--- src/design/ecsr_pkg.sv ---
// Package with register offsets, field positions and timing constants.
package ecsr_pkg;
    localparam logic [3:0] ADDR_MAIN_CONTROL = 4'h0;
    localparam logic [3:0] ADDR_TX_STATUS = 4'h1;
    localparam logic [3:0] ADDR_DEV_STATUS = 4'h2;
    localparam logic [3:0] ADDR_SCRATCH = 4'h3;
    localparam logic [3:0] ADDR_CHECKSUM = 4'h4;
    localparam logic [3:0] ADDR_COLL_SETTINGS = 4'h5;
    localparam logic [3:0] ADDR_IRQ_FLAGS = 4'h6;
    localparam logic [3:0] ADDR_IRQ_ENABLE = 4'h7;
    // Main control bit positions.
    localparam int BIT_RX_EN = 0;
    localparam int BIT_TX_REQ = 1;
    localparam int BIT_CS_SKIP = 2;
    localparam int BIT_CS_SEED = 3;
    localparam int BIT_DMA_COPY = 4;
    localparam int BIT_DMA_GO = 5;
    localparam int BIT_PKT_DEC = 8;
    // Transmit status bit positions.
    localparam int BIT_FCS_BAD = 4;
    localparam int BIT_DEFER = 7;
    localparam int BIT_LONG_WAIT = 8;
    localparam int BIT_COLL_LIMIT = 9;
    localparam int BIT_LATE_COLL = 10;
    // Global status bit positions and the global interrupt enable bit.
    localparam int BIT_IRQ_PEND = 15;
    localparam int BIT_PAUSE_IDLE = 14;
    localparam int BIT_RX_ACTIVE = 13;
    localparam int BIT_CLK_STABLE = 12;
    localparam int BIT_PHY_FULL = 10;
    localparam int BIT_PHY_LINK = 8;
    localparam int BIT_GLOBAL_IRQ_EN = 15;
    // Mask of writable control bits and all-zero and all-one words.
    localparam logic [15:0] CTRL_WR_MASK = 16'h003f;
    localparam logic [15:0] ZERO16 = 16'h0000;
    localparam logic [15:0] ONES16 = 16'hffff;
    localparam logic [7:0] LATE_MARGIN = 8'h08;
    localparam logic [4:0] LIMIT_EXTRA = 5'h01;
    // Excessive defer: 24,288 bit times at 10 Mb/s is 2428.8 us.
    localparam real LONG_WAIT_NS = 2428800.0;
    localparam real CLK_PERIOD_NS = 20.0;
    localparam int LONG_WAIT_CYCLES = int'(LONG_WAIT_NS / CLK_PERIOD_NS);
endpackage

--- src/design/ecsr_regs.sv ---
// Control and status registers of the Ethernet controller core.
//
// Contract
// - Writing DMA go starts DMA; bit reads one while busy, cleared on done.
// - Copy select one writes DMA data to destination; zero ignores it.
// - Seed select one seeds checksum with complement of register, else zero.
// - Checksum skip keeps checksum register; otherwise result written at end.
// - Transmit request sends one frame, stays set until transmit done.
// - Receive enable stores passing packets; cleared means all are ignored.
// - Collision past window plus 8 bytes aborts and sets late collision.
// - Collisions reaching limit plus one abort and set collision limit bit.
// - Medium busy over 24,288 bit times aborts and sets long wait.
// - Defer bit set on temporary postponement, zero if none or excessive.
// - FCS mismatch bit set when supplied FCS differed from computed CRC.
// - Four-bit field reports collisions of the last packet.
// - Collision and defer indications only apply in half duplex.
// - Pending bit when flag and enable; pin low if global enable too.
// - Report pause machine idle; host changes pause settings only then.
// - Receive active reads one while a packet is being taken in.
// - Clocks stable reads zero until clocks run; host limits accesses.
// - Read-only bit gives PHY duplex, one for full.
// - Read-only bit gives link state, one when linked.
// - Eight-bit count of stored packets awaiting software.
// - Decrement bit self-clears so decrements can run back to back.
//
// The implementer's own choices: the strobed register port and the register addresses.
module ecsr_regs #(
    parameter int LONG_WAIT_LIMIT = ecsr_pkg::LONG_WAIT_CYCLES
) (
    input wire logic clk_sys_in,
    input wire logic reset_n_in,
    input wire logic [3:0] addr_in,
    input wire logic [15:0] wdata_in,
    input wire logic wr_in,
    input wire logic rd_in,
    output logic [15:0] rdata_out,
    input wire logic dma_done_in,
    input wire logic [15:0] dma_sum_in,
    input wire logic tx_done_in,
    input wire logic tx_collision_in,
    input wire logic [7:0] tx_bytes_sent_in,
    input wire logic tx_medium_busy_in,
    input wire logic tx_fcs_bad_in,
    input wire logic rx_active_in,
    input wire logic rx_stored_in,
    input wire logic pause_idle_in,
    input wire logic clocks_stable_in,
    input wire logic phy_full_duplex_in,
    input wire logic phy_link_up_in,
    output logic dma_start_out,
    output logic dma_copy_out,
    output logic [15:0] dma_seed_out,
    output logic dma_sum_en_out,
    output logic tx_start_out,
    output logic tx_abort_out,
    output logic rx_accept_out,
    output logic irq_n_out
);
    logic [5:0] ctrl_reg, ctrl_next;
    logic [15:0] sum_reg, sum_next;
    logic [15:0] scratch_reg;
    logic [15:0] coll_set_reg;
    logic [15:0] irq_flag_reg, irq_flag_next;
    logic [15:0] irq_en_reg;
    logic late_reg, late_next;
    logic limit_reg, limit_next;
    logic long_reg, long_next;
    logic defer_reg, defer_next;
    logic fcs_reg, fcs_next;
    logic [3:0] tally_reg, tally_next;
    logic [4:0] cur_coll_reg, cur_coll_next;
    logic cur_defer_reg, cur_defer_next;
    logic [31:0] wait_reg, wait_next;
    logic [7:0] pkt_reg, pkt_next;
    logic [15:0] rdata_next;
    logic abort_reg, abort_next;
    logic start_dma_reg, start_tx_reg;

    // Decoded strobes and status words.
    wire logic wr_ctrl = wr_in && addr_in == ecsr_pkg::ADDR_MAIN_CONTROL;
    wire logic wr_sum = wr_in && addr_in == ecsr_pkg::ADDR_CHECKSUM;
    wire logic wr_flag = wr_in && addr_in == ecsr_pkg::ADDR_IRQ_FLAGS;
    wire logic half = !phy_full_duplex_in;
    wire logic tx_busy = ctrl_reg[ecsr_pkg::BIT_TX_REQ];
    wire logic coll = tx_busy && half && tx_collision_in;
    // Nine bits, so a large window cannot wrap into a false late hit.
    wire logic [8:0] late_lim =
        9'(coll_set_reg[15:8]) + 9'(ecsr_pkg::LATE_MARGIN);
    wire logic late_hit = coll && 9'(tx_bytes_sent_in) > late_lim;
    wire logic [4:0] coll_lim =
        5'(coll_set_reg[3:0]) + ecsr_pkg::LIMIT_EXTRA;
    wire logic limit_hit = coll && (cur_coll_reg + 5'h01) >= coll_lim;
    wire logic long_hit = tx_busy && half && tx_medium_busy_in
        && wait_reg >= 32'(LONG_WAIT_LIMIT);
    wire logic tx_end = tx_busy && (tx_done_in || late_hit
        || limit_hit || long_hit);
    wire logic irq_pend = |(irq_flag_reg & irq_en_reg);
    wire logic pkt_dec = wr_ctrl && wdata_in[ecsr_pkg::BIT_PKT_DEC];
    wire logic [15:0] tx_status = {5'h00, late_reg, limit_reg, long_reg,
        defer_reg, 2'h0, fcs_reg, tally_reg};
    wire logic [15:0] dev_status = {irq_pend, pause_idle_in, rx_active_in,
        clocks_stable_in, 1'b0, phy_full_duplex_in, 1'b0, phy_link_up_in,
        pkt_reg};
    wire logic [15:0] ctrl_view = {10'h000, ctrl_reg};

    // Control bits: software sets, hardware clears busy bits on completion.
    always_comb begin
        ctrl_next = ctrl_reg;
        if (wr_ctrl) begin
            ctrl_next = wdata_in[5:0] & ecsr_pkg::CTRL_WR_MASK[5:0];
            ctrl_next[ecsr_pkg::BIT_DMA_GO] = ctrl_reg[ecsr_pkg::BIT_DMA_GO]
                || wdata_in[ecsr_pkg::BIT_DMA_GO];
            ctrl_next[ecsr_pkg::BIT_TX_REQ] = ctrl_reg[ecsr_pkg::BIT_TX_REQ]
                || wdata_in[ecsr_pkg::BIT_TX_REQ];
        end
        if (ctrl_reg[ecsr_pkg::BIT_DMA_GO] && dma_done_in) begin
            ctrl_next[ecsr_pkg::BIT_DMA_GO] = 1'b0;
        end
        if (tx_end) begin
            ctrl_next[ecsr_pkg::BIT_TX_REQ] = 1'b0;
        end
    end

    // Checksum register: written by software or by the DMA result.
    always_comb begin
        sum_next = sum_reg;
        if (wr_sum) begin
            sum_next = wdata_in;
        end
        if (ctrl_reg[ecsr_pkg::BIT_DMA_GO] && dma_done_in
                && !ctrl_reg[ecsr_pkg::BIT_CS_SKIP]) begin
            sum_next = dma_sum_in;
        end
    end

    // Transmit attempt tracking; status is latched only at the end.
    always_comb begin
        cur_coll_next = cur_coll_reg;
        cur_defer_next = cur_defer_reg;
        wait_next = wait_reg;
        late_next = late_reg;
        limit_next = limit_reg;
        long_next = long_reg;
        defer_next = defer_reg;
        fcs_next = fcs_reg;
        tally_next = tally_reg;
        if (!tx_busy) begin
            cur_coll_next = 5'h00;
            cur_defer_next = 1'b0;
            wait_next = 32'h0;
        end else begin
            if (coll) begin
                cur_coll_next = cur_coll_reg + 5'h01;
            end
            if (half && tx_medium_busy_in) begin
                cur_defer_next = 1'b1;
                wait_next = wait_reg + 32'h1;
            end
        end
        if (tx_end) begin
            late_next = late_hit;
            limit_next = limit_hit && !late_hit;
            long_next = long_hit;
            defer_next = (cur_defer_reg || (half && tx_medium_busy_in))
                && !long_hit;
            fcs_next = tx_fcs_bad_in;
            tally_next = cur_coll_next[3:0];
        end
    end

    // Pending packet count; the decrement bit is never stored.
    always_comb begin
        pkt_next = pkt_reg;
        if (rx_stored_in && ctrl_reg[ecsr_pkg::BIT_RX_EN] && !pkt_dec
                && pkt_reg != 8'hff) begin
            pkt_next = pkt_reg + 8'h01;
        end else if (pkt_dec && !(rx_stored_in
                && ctrl_reg[ecsr_pkg::BIT_RX_EN]) && pkt_reg != 8'h00) begin
            pkt_next = pkt_reg - 8'h01;
        end
    end

    // Interrupt flags: software clears by writing ones; no event sets them.
    assign irq_flag_next = wr_flag ? (irq_flag_reg & ~wdata_in)
        : irq_flag_reg;

    // Read data selection.
    always_comb begin
        case (addr_in)
            ecsr_pkg::ADDR_MAIN_CONTROL: rdata_next = ctrl_view;
            ecsr_pkg::ADDR_TX_STATUS: rdata_next = tx_status;
            ecsr_pkg::ADDR_DEV_STATUS: rdata_next = dev_status;
            ecsr_pkg::ADDR_SCRATCH: rdata_next = scratch_reg;
            ecsr_pkg::ADDR_CHECKSUM: rdata_next = sum_reg;
            ecsr_pkg::ADDR_COLL_SETTINGS: rdata_next = coll_set_reg;
            ecsr_pkg::ADDR_IRQ_FLAGS: rdata_next = irq_flag_reg;
            ecsr_pkg::ADDR_IRQ_ENABLE: rdata_next = irq_en_reg;
            default: rdata_next = ecsr_pkg::ZERO16;
        endcase
    end

    assign abort_next = tx_end && (late_hit || limit_hit || long_hit);

    // State registers.
    always_ff @(posedge clk_sys_in) begin
        if (!reset_n_in) begin
            ctrl_reg <= 6'h00;
            sum_reg <= ecsr_pkg::ZERO16;
            scratch_reg <= ecsr_pkg::ZERO16;
            coll_set_reg <= ecsr_pkg::ZERO16;
            irq_flag_reg <= ecsr_pkg::ZERO16;
            irq_en_reg <= ecsr_pkg::ZERO16;
            late_reg <= 1'b0;
            limit_reg <= 1'b0;
            long_reg <= 1'b0;
            defer_reg <= 1'b0;
            fcs_reg <= 1'b0;
            tally_reg <= 4'h0;
            cur_coll_reg <= 5'h00;
            cur_defer_reg <= 1'b0;
            wait_reg <= 32'h0;
            pkt_reg <= 8'h00;
            rdata_out <= ecsr_pkg::ZERO16;
            abort_reg <= 1'b0;
            start_dma_reg <= 1'b0;
            start_tx_reg <= 1'b0;
        end else begin
            ctrl_reg <= ctrl_next;
            sum_reg <= sum_next;
            if (wr_in && addr_in == ecsr_pkg::ADDR_SCRATCH) begin
                scratch_reg <= wdata_in;
            end
            if (wr_in && addr_in == ecsr_pkg::ADDR_COLL_SETTINGS) begin
                coll_set_reg <= wdata_in;
            end
            if (wr_in && addr_in == ecsr_pkg::ADDR_IRQ_ENABLE) begin
                irq_en_reg <= wdata_in;
            end
            irq_flag_reg <= irq_flag_next;
            late_reg <= late_next;
            limit_reg <= limit_next;
            long_reg <= long_next;
            defer_reg <= defer_next;
            fcs_reg <= fcs_next;
            tally_reg <= tally_next;
            cur_coll_reg <= cur_coll_next;
            cur_defer_reg <= cur_defer_next;
            wait_reg <= wait_next;
            pkt_reg <= pkt_next;
            rdata_out <= rd_in ? rdata_next : ecsr_pkg::ZERO16;
            abort_reg <= abort_next;
            start_dma_reg <= !ctrl_reg[ecsr_pkg::BIT_DMA_GO]
                && ctrl_next[ecsr_pkg::BIT_DMA_GO];
            start_tx_reg <= !ctrl_reg[ecsr_pkg::BIT_TX_REQ]
                && ctrl_next[ecsr_pkg::BIT_TX_REQ];
        end
    end

    // Outputs toward the DMA, transmit and receive engines and the interrupt pin, all registered.
    always_ff @(posedge clk_sys_in) begin
        if (!reset_n_in) begin
            dma_start_out <= 1'b0;
            dma_copy_out <= 1'b0;
            dma_seed_out <= ecsr_pkg::ZERO16;
            dma_sum_en_out <= 1'b0;
            tx_start_out <= 1'b0;
            tx_abort_out <= 1'b0;
            rx_accept_out <= 1'b0;
            irq_n_out <= 1'b1;
        end else begin
            dma_start_out <= start_dma_reg;
            dma_copy_out <= ctrl_reg[ecsr_pkg::BIT_DMA_COPY];
            dma_seed_out <= ctrl_reg[ecsr_pkg::BIT_CS_SEED]
                ? ~sum_reg : ecsr_pkg::ZERO16;
            dma_sum_en_out <= !ctrl_reg[ecsr_pkg::BIT_CS_SKIP];
            tx_start_out <= start_tx_reg;
            tx_abort_out <= abort_reg;
            rx_accept_out <= ctrl_reg[ecsr_pkg::BIT_RX_EN];
            irq_n_out <= !(irq_pend
                && irq_en_reg[ecsr_pkg::BIT_GLOBAL_IRQ_EN]);
        end
    end
endmodule

--- config.mk ---
export PLATFORM = sky130hd
export DESIGN_NAME = ecsr_regs
export DESIGN_NICKNAME = d
export VERILOG_FILES = /design/src/design/ecsr_pkg.sv /design/src/design/ecsr_regs.sv
export SDC_FILE = /design/constraint.sdc
export NUM_CORES = 1
export LEC_CHECK = 0
export BUFFER_PORTS_ARGS = -buffer_cell sky130_fd_sc_hd__buf_2
export CAP_MARGIN = 20
export CORE_MARGIN = 3
export CORE_UTILIZATION = 40
export CTS_BUF_LIST = sky130_fd_sc_hd__clkbuf_4 sky130_fd_sc_hd__clkbuf_8 sky130_fd_sc_hd__clkbuf_16
export CTS_CLUSTER_DIAMETER = 60
export DETAILED_ROUTE_END_ITERATION = 16
export MAX_ROUTING_LAYER = met4
export PLACE_DENSITY = 0.58
export SLEW_MARGIN = 20
export SYNTH_ARGS = -nofsm -noshare
export SYNTH_HDL_FRONTEND = slang
export SYNTH_SLANG_ARGS = --single-unit
--- constraint.sdc ---
create_clock -name clk_sys_in -period 6.84 [get_ports clk_sys_in]
set_input_delay 0.342 -clock clk_sys_in [delete_from_list [all_inputs] [get_ports clk_sys_in]]
set_output_delay 0.342 -clock clk_sys_in [all_outputs]
set_load 0.03 [all_outputs]
==> run metrics, run 1 <==
top post-synthesis cells by count=183 x dfxtp_1, 174 x nand2_1, 62 x nor2_1, 51 x a21boi_0, 40 x clkbuf_1; Die Ht=150 µm; Num Clock Sinks=183; Initial Util=between 40 and 50%; Ant. Diodes=0; worst skew pair latency=430 ps; Leak=3.83 nW; Relative slew margins=26.5%; layout cell share with drive strength beyond 1=15.1%; minimum clock period=3110 ps; Main synth FF type=dfxtp_1; buffer count from post-CTS setup fixing=0; Congestion Overflow GR=0; EDFF count, synth=0; vias in the first global route=between 6000 and 7000; IO Count=98; cell with the most instances after synthesis=dfxtp_1; Port Buffer Count=97; data arrival time of the worst path=3430 ps; CP startpoint kind=register; TritonCTS clock tree=done; antenna violations before repair=0; cts repair resizes=0; area of the multi-input gates=4390 µm²; Routed Antenna Nets=0; max reg flops=32; final slew viol count=0; largest net degree at the start of global routing=72; fmax=321 MHz; Slew @ Worst Pin=~1100 ps; Required @ worst endpoint=7150 ps; CP Max Fanout=6; pwr/cell area=224 nW/µm²; Synth Net Count=1025; DIE WIDTH=about 150 µm; Die Area=22600 µm²; fillers=2003; Min-Delay Path Class=in -> reg; Num CTS Buffers=17; placed wire-length estimate=17100 µm; GP Congestion=0.936; drt via density=5.48; Global Route Usage Sum=22.2%; Distinct cells, synth=60; Max Clock Skew=10.1 ps; status=completed; vias after detailed routing=7111; Seq/Total Area, Yosys=44.0%; setup TNS=0 ps; top post-synthesis cells by area=dfxtp_1 44%, nand2_1 7.9%, a21boi_0 4.6%, mux2i_1 4.1%, ha_1 3.6%; CTS Root Cell=clkbuf_16; sequential standard cell area=roughly 3700 µm²; core box area=between 20000 and 25000 µm²; clk slew on worst S/H paths=approximately 70 ps; peak supply drop=0.168 mV; Syn-to-layout area delta=15.0%; Cells after Synth=941; first-pass GRT wire length=37400 µm; number of max-cap violations=0; share of the synthesized area in the top cell type=44.0%; row count=52; WL final=24200 µm; critical path capture point type=register; Initial DRC Count=between 500 and 600; async set or reset register ratio after synthesis=0%; Tcrit/Tclk final=45.5%; Avg WL per Cell=18.7 µm; final core utilization=47.0%; kind of critical path=reg -> reg; H-tree depth=4; CTS Buffer Depth=2; first drt pass iteration count=5; # hold bufs at CTS=0; endpoints failing setup=0; drt drc=0; Ys Warns=0; synthesized flop and latch total=183; Final nets=~1100; Syn Area/Cell=roughly 9 µm²; Yosys top cell by area=dfxtp_1; Mapped Area=8320 µm²; Fin. Hold Viols=0; RSZ-0062 raised after global routing=no
[kinds of logic after synthesis]
group	Yosys count	synth area share, %
DFF	183	44.0
adders and majority gates	25	3.85
xor gates and xnor gates	36	3.79
muxes	44	5.45
and+or+nand+nor	376	21.5
AOI/OAI and AO/OA	211	18.1
buffers and inverters	66	3.20
[worst max-delay path, cell delays in order (launching register included)]
cell and delay, ps:
dfxtp_1 450, ha_1 220, nand3_1 100, xor2_1 160, ha_1 290, nand4_1 90
o221ai_1 100, a211oi_1 640, nor3_1 230, a21oi_2 340, mux2_2 370
[power breakdown]
part / internal, W / switching, W
logic: 0.0000397 / 0.0000714
registers: 0.00107 / 0.00000894
clock network: 0.000480 / 0.000469
total: 0.00159 / 0.000550
[layout by cell type (no fill, tap or decap), drive strengths merged, types with 6 or more instances in the layout]
cell	synthesis	layout
a22oi	32	32
xor2	23	23
nor2b	14	14
and3	8	8
o211a	17	17
ha	24	24
and2	17	17
mux2	10	10
buf	11	105
nand3	26	26
nor4	10	10
or3	13	13
clkbuf	40	17
nor2	63	63
a21boi	51	51
mux2i	34	34
and4	8	8
nand2	174	174
inv	15	23
dfxtp	183	183
xnor2	13	13
a31oi	13	13
o21ai	16	16
a221oi	9	9
a21oi	40	40
nor3	6	6
nand3b	6	6
nand4	13	13
[metrics by stage]
stage | cell area, µm² | instances | total power, W | setup WS [ps] | hold slack (ps)
6_report | 9560 | 1297 | 0.00214 | 3730 | 173
5_1_grt | 9560 | 1297 | 0.00221 | 3420 | 167
4_1_cts | 9550 | 1296 | 0.00216 | 3640 | 163
3_5_place_dp | 8990 | 1264 | 0.00122 | 3620 | 424
3_3_place_gp | 8990 | 1264 | 0.00122 | 3740 | 423
2_1_floorplan | 8320 | 941 | 0.00116 | 4230 | 410
[per-layer routing]
| metal | global-route usage [%] | routed length (µm) | share of wire (%) |
|---|---|---|---|
| met5 | - | 0 | 0 |
| met4 | 6.95 | 501 | 2.1 |
| met3 | 4.39 | 1410 | 5.8 |
| met2 | 31.1 | 10400 | 43 |
| met1 | 32.1 | 11900 | 49 |
[path summary, 6_finish.rpt]
| path | startpoint | endpoint | slack, ps | cells past startpoint |
|---|---|---|---|---|
| setup / recovery | coll_set_reg[11]$_SDFFE_PN0P_ | tally_reg[2]$_SDFFE_PN0P_ | 3730 | 10 |
| hold / removal | tx_fcs_bad_in | fcs_reg$_SDFFE_PN0P_ | 170 | 3 |
| setup reg to reg | coll_set_reg[11]$_SDFFE_PN0P_ | tally_reg[2]$_SDFFE_PN0P_ | 3730 | 10 |
| hold reg to reg | start_dma_reg$_SDFF_PN0_ | dma_start_out$_SDFF_PN0_ | 440 | 1 |
[layout make-up]
type                    instances  area share (%)
clock buffers                  17            4.45
clock inverters                15            1.41
inverters                      15           0.589
multi-input cells             692            45.9
flip-flops and latches        183            38.3
well taps                     270            3.53
repair buffers                105            5.81
Power figures use the tool's default switching activity.
==> run 2, diff against run 1 <==
--- a/config.mk
+++ b/config.mk
@@ -5,6 +5,7 @@
 export SDC_FILE = /design/constraint.sdc
 export NUM_CORES = 1
 export LEC_CHECK = 0
+export ABC_AREA = 1
 export BUFFER_PORTS_ARGS = -buffer_cell sky130_fd_sc_hd__buf_2
 export CAP_MARGIN = 20
 export CORE_MARGIN = 3
@@ -13,7 +14,7 @@
 export CTS_CLUSTER_DIAMETER = 60
 export DETAILED_ROUTE_END_ITERATION = 16
 export MAX_ROUTING_LAYER = met4
-export PLACE_DENSITY = 0.58
+export PLACE_DENSITY = 0.61
 export SLEW_MARGIN = 20
 export SYNTH_ARGS = -nofsm -noshare
 export SYNTH_HDL_FRONTEND = slang
==> constraint.sdc (replaced) <==
create_clock -name clk_sys_in -period 2.7 [get_ports clk_sys_in]
set_input_delay 0.135 -clock clk_sys_in [delete_from_list [all_inputs] [get_ports clk_sys_in]]
set_output_delay 0.135 -clock clk_sys_in [all_outputs]
set_load 0.03 [all_outputs]
==> run 2 against run 1 <==
Net effect: core utilization increased by 2.1 points; combinational power increased to 3.4 times the previous value; area after synthesis increased by 0.45%; hold slack got worse by 160 ps; register-to-register slack got worse by 3400 ps; first-iteration DRC count increased by 10%; clock power increased to 2.6 times the previous value; clock-buffer cell count unchanged; cell count increased by 17%; critical endpoint is now limit_reg$_SDFFE_PN0P_; largest power group unchanged.
==> run metrics, run 2 <==
cell with the most instances after synthesis=dfxtp_1 (unchanged); final core utilization=49.1% (was 47.0%); most common cell after layout, fill and taps aside=dfxtp_1 (unchanged); critical path's most frequent cell=nor2_1 (was ha_1); Syn Area/Cell=7.50 µm² (was 8.84 µm²); layout cell share with drive strength beyond 1=15.3% (was 15.1%); kind of critical path=reg -> reg (unchanged); Routed Antenna Nets=0 (unchanged); Critical Path Max Stage Delay=360 ps (was 640 ps); Yosys top cell by area=dfxtp_1 (unchanged); WL final=23700 µm (was 24200 µm); TritonCTS clock tree=done (unchanged); peak supply drop=0.378 mV (was 0.168 mV); Main synth FF type=dfxtp_1 (unchanged); Initial Util=41.0% (was 40.8%); Ant. Diodes=0 (unchanged); IO Count=98 (unchanged); H-tree depth=4 (unchanged); CP max stage cell=dfxtp_1 (was a211oi_1); core box area=20400 µm² (unchanged); RSZ-0062 raised after global routing=no (unchanged); Syn-to-layout area delta=19.6% (was 15.0%); Global Route Usage Sum=21.6% (was 22.2%); GP Congestion=0.892 (was 0.936); combinational power share=6.7% (was 5.2%); CTS Root Cell=clkbuf_16 (unchanged); flop2flop setup slack=320 ps (was 3730 ps); first-pass GRT wire length=37700 µm (was 37400 µm); Num CTS Buffers=17 (unchanged); vias in the first global route=7331 (was 6567); minimum clock period=2380 ps (was 3110 ps); WHS Path Cells=3 (unchanged); Ys Warns=0 (unchanged); Avg WL per Cell=15.7 µm (was 18.7 µm); Required @ worst endpoint=3030 ps (was 7150 ps); buffer count from post-CTS setup fixing=0 (unchanged); number of max-cap violations=0 (unchanged); Seq/Total Area, Yosys=43.8% (was 44.0%); Hold EP=sum_reg[10]$_SDFFE_PN0P_ (was fcs_reg$_SDFFE_PN0P_); share of the synthesized area in the top cell type=43.8% (was 44.0%); Leak=4.19 nW (was 3.83 nW); Mapped Area=8360 µm² (was 8320 µm²); CP Launch Point=cur_coll_reg[1]$_SDFF_PN0_ (was coll_set_reg[11]$_SDFFE_PN0P_); worst skew pair latency=440 ps (was 430 ps); R2R Path Start=cur_coll_reg[1]$_SDFF_PN0_ (was coll_set_reg[11]$_SDFFE_PN0P_); Final nets=1316 (was 1098); Net Sw Frac=26.5% (was 25.6%); top post-synthesis cells by count=183 x dfxtp_1, 147 x inv_1, 144 x nand2_1, 127 x nor2_1, 122 x o21ai_0 (was 183 x dfxtp_1, 174 x nand2_1, 62 x nor2_1, 51 x a21boi_0, 40 x clkbuf_1); Cells after Synth=1114 (was 941); placed wire-length estimate=17000 µm (was 17100 µm); CP Max Fanout=9 (was 6); Die Ht=151 µm (was 150 µm); Fin. Hold Viols=0 (unchanged); Switching Power=0.00148 W (was 0.000550 W); Worst R2R End=limit_reg$_SDFFE_PN0P_ (was tally_reg[2]$_SDFFE_PN0P_); synthesized flop and latch total=183 (unchanged); Slew @ Worst Pin=719 ps (was 1100 ps); antenna violations before repair=0 (unchanged); pwr/cell area=560 nW/µm² (was 224 nW/µm²); clk slew on worst S/H paths=80 ps (was 70 ps); top post-synthesis cells by area=dfxtp_1 44%, o21ai_0 7.3%, inv_1 6.6%, nand2_1 6.5%, a21oi_1 5.8% (was dfxtp_1 44%, nand2_1 7.9%, a21boi_0 4.6%, mux2i_1 4.1%, ha_1 3.6%); data arrival time of the worst path=2710 ps (was 3430 ps); clock network fraction of total power=44.0% (was 44.3%); CP startpoint kind=register (unchanged); Die Area=22700 µm² (was 22600 µm²); endpoints failing setup=0 (unchanged); setup TNS=0 ps (unchanged); CP bufs+invs=2 (was 0); Distinct cells, synth=49 (was 60); most frequent cells in the layout=182 x dfxtp_1, 147 x inv_1, 144 x nand2_1, 127 x nor2_1, 122 x o21ai_0 (was 183 x dfxtp_1, 174 x nand2_1, 96 x buf_2, 62 x nor2_1, 51 x a21boi_0); GRT met2 Usage=32.6% (was 31.1%); final slew viol count=0 (unchanged); critical path capture point type=register (unchanged); Min-Delay Path Class=in -> reg (unchanged); Seq pwr share=49.3% (was 50.5%); EDFF count, synth=0 (unchanged); CTS Buffer Depth=2 (unchanged); row count=52 (unchanged); fmax=421 MHz (was 321 MHz); hold path start=dma_sum_in[10] (was tx_fcs_bad_in); met3 usage=3.91% (was 4.39%); Tcrit/Tclk final=88.1% (was 45.5%); DIE WIDTH=151 µm (was 150 µm); drt drc=0 (unchanged); vias after detailed routing=7807 (was 7111); drt via density=5.15 (was 5.48); max reg flops=32 (unchanged); cell-internal power=0.00411 W (was 0.00159 W); Reg2Reg Depth=16 (was 10); Num Clock Sinks=183 (unchanged); largest net degree at the start of global routing=35 (was 72); Congestion Overflow GR=0 (unchanged); worst-path cell chain=ha_1 -> nand3_1 -> xor2_1 -> ha_1 -> nand2_1 -> inv_1 -> o21ai_0 -> nand3_1 -> nor2_1 -> nor2_1 -> a21oi_2 -> nand3_4 -> nand2_2 -> inv_2 -> nor2_1 -> nor2_1 (was ha_1 -> nand3_1 -> xor2_1 -> ha_1 -> nand4_1 -> o221ai_1 -> a211oi_1 -> nor3_1 -> a21oi_2 -> mux2_2); Initial DRC Count=583 (was 528); first drt pass iteration count=7 (was 5); Synth Net Count=1198 (was 1025); async set or reset register ratio after synthesis=0% (unchanged); gr busiest metal=met2 (was met1); Port Buffer Count=97 (unchanged); status=completed (unchanged); Relative slew margins=52.0% (was 26.5%); met1 GRT Util=29.3% (was 32.1%); delay-heaviest family, CP=simple AND/OR/NAND/NOR gates (was compound AO/OA/AOI/OAI gates); Max Clock Skew=16.6 ps (was 10.1 ps)
## run 2: cell families after synthesis
kind of cell    synth area share, %
compound gates                 18.7
flops                          43.8
xor+xnor                       2.73
simple gates                   21.9
buf+inv                        9.06
fa+ha+maj                      3.83
## run 2: metal layers
layer,vias up,part of all wire [%]
met1,3589,47
li1,3965,-
met5,-,0
met2,212,46
met4,0,2.0
met3,41,5.2
## run 2: timing repair
action,in CTS,in global routing
gates resized for setup,0,2
hold buffers,19,0
setup endpoints to repair,0,7
endpoints found under the hold margin,19,0
## run 2: tightest hold or removal path, delay by kind of cell
| kind | cells | cell delay (ps) |
|---|---|---|
| compound gates | 1 | 80 |
| buf+inv | 1 | 100 |
| simple gates | 1 | 90 |
## run 2: final cells by class
cell class                 count  area [µm²]
clock buffer                  17         425
timing repair buffer         143         878
sequential                   183        3660
multi-input combinational    733        3950
fill                        2024       10400
clock inverter                15         160
inverter                     154         578
tap                          270         338
## run 2: how the worst max path moves through the flow
stage / slack, ps / depth (start not counted) / endpoint
CTS: 250 / 16 / limit_reg$_SDFFE_PN0P_
finish: 320 / 16 / limit_reg$_SDFFE_PN0P_
floorplan: 510 / 16 / fcs_reg$_SDFFE_PN0P_
global route: 30 / 15 / tally_reg[1]$_SDFFE_PN0P_
detailed placement: 250 / 18 / pkt_reg[5]$_SDFFE_PN0P_
global placement: 310 / 18 / pkt_reg[5]$_SDFFE_PN0P_
## run 2: stage by stage
step / hold WS (ps) / cell area, µm² / total power, W / worst slack, ps / cells
after floorplan: 249 / 8360 / 0.00301 / 512 / 1114
after global placement: 396 / 9210 / 0.00316 / 310 / 1464
after detailed placement: 402 / 9210 / 0.00317 / 245 / 1464
after CTS: 3.48 / 9980 / 0.00564 / 246 / 1515
after global routing: 13.0 / 9990 / 0.00580 / 25.7 / 1515
final: 10.5 / 9990 / 0.00559 / 322 / 1515
## run 2: power groups by stage
stage	Sequential [W]	Combinational (W)	Clock [W]
after floorplan	0.00282	0.000191	0
after global placement	0.00282	0.000345	0
after detailed placement	0.00282	0.000348	0
after CTS	0.00276	0.000370	0.00251
after global routing	0.00276	0.000418	0.00262
final	0.00276	0.000375	0.00246
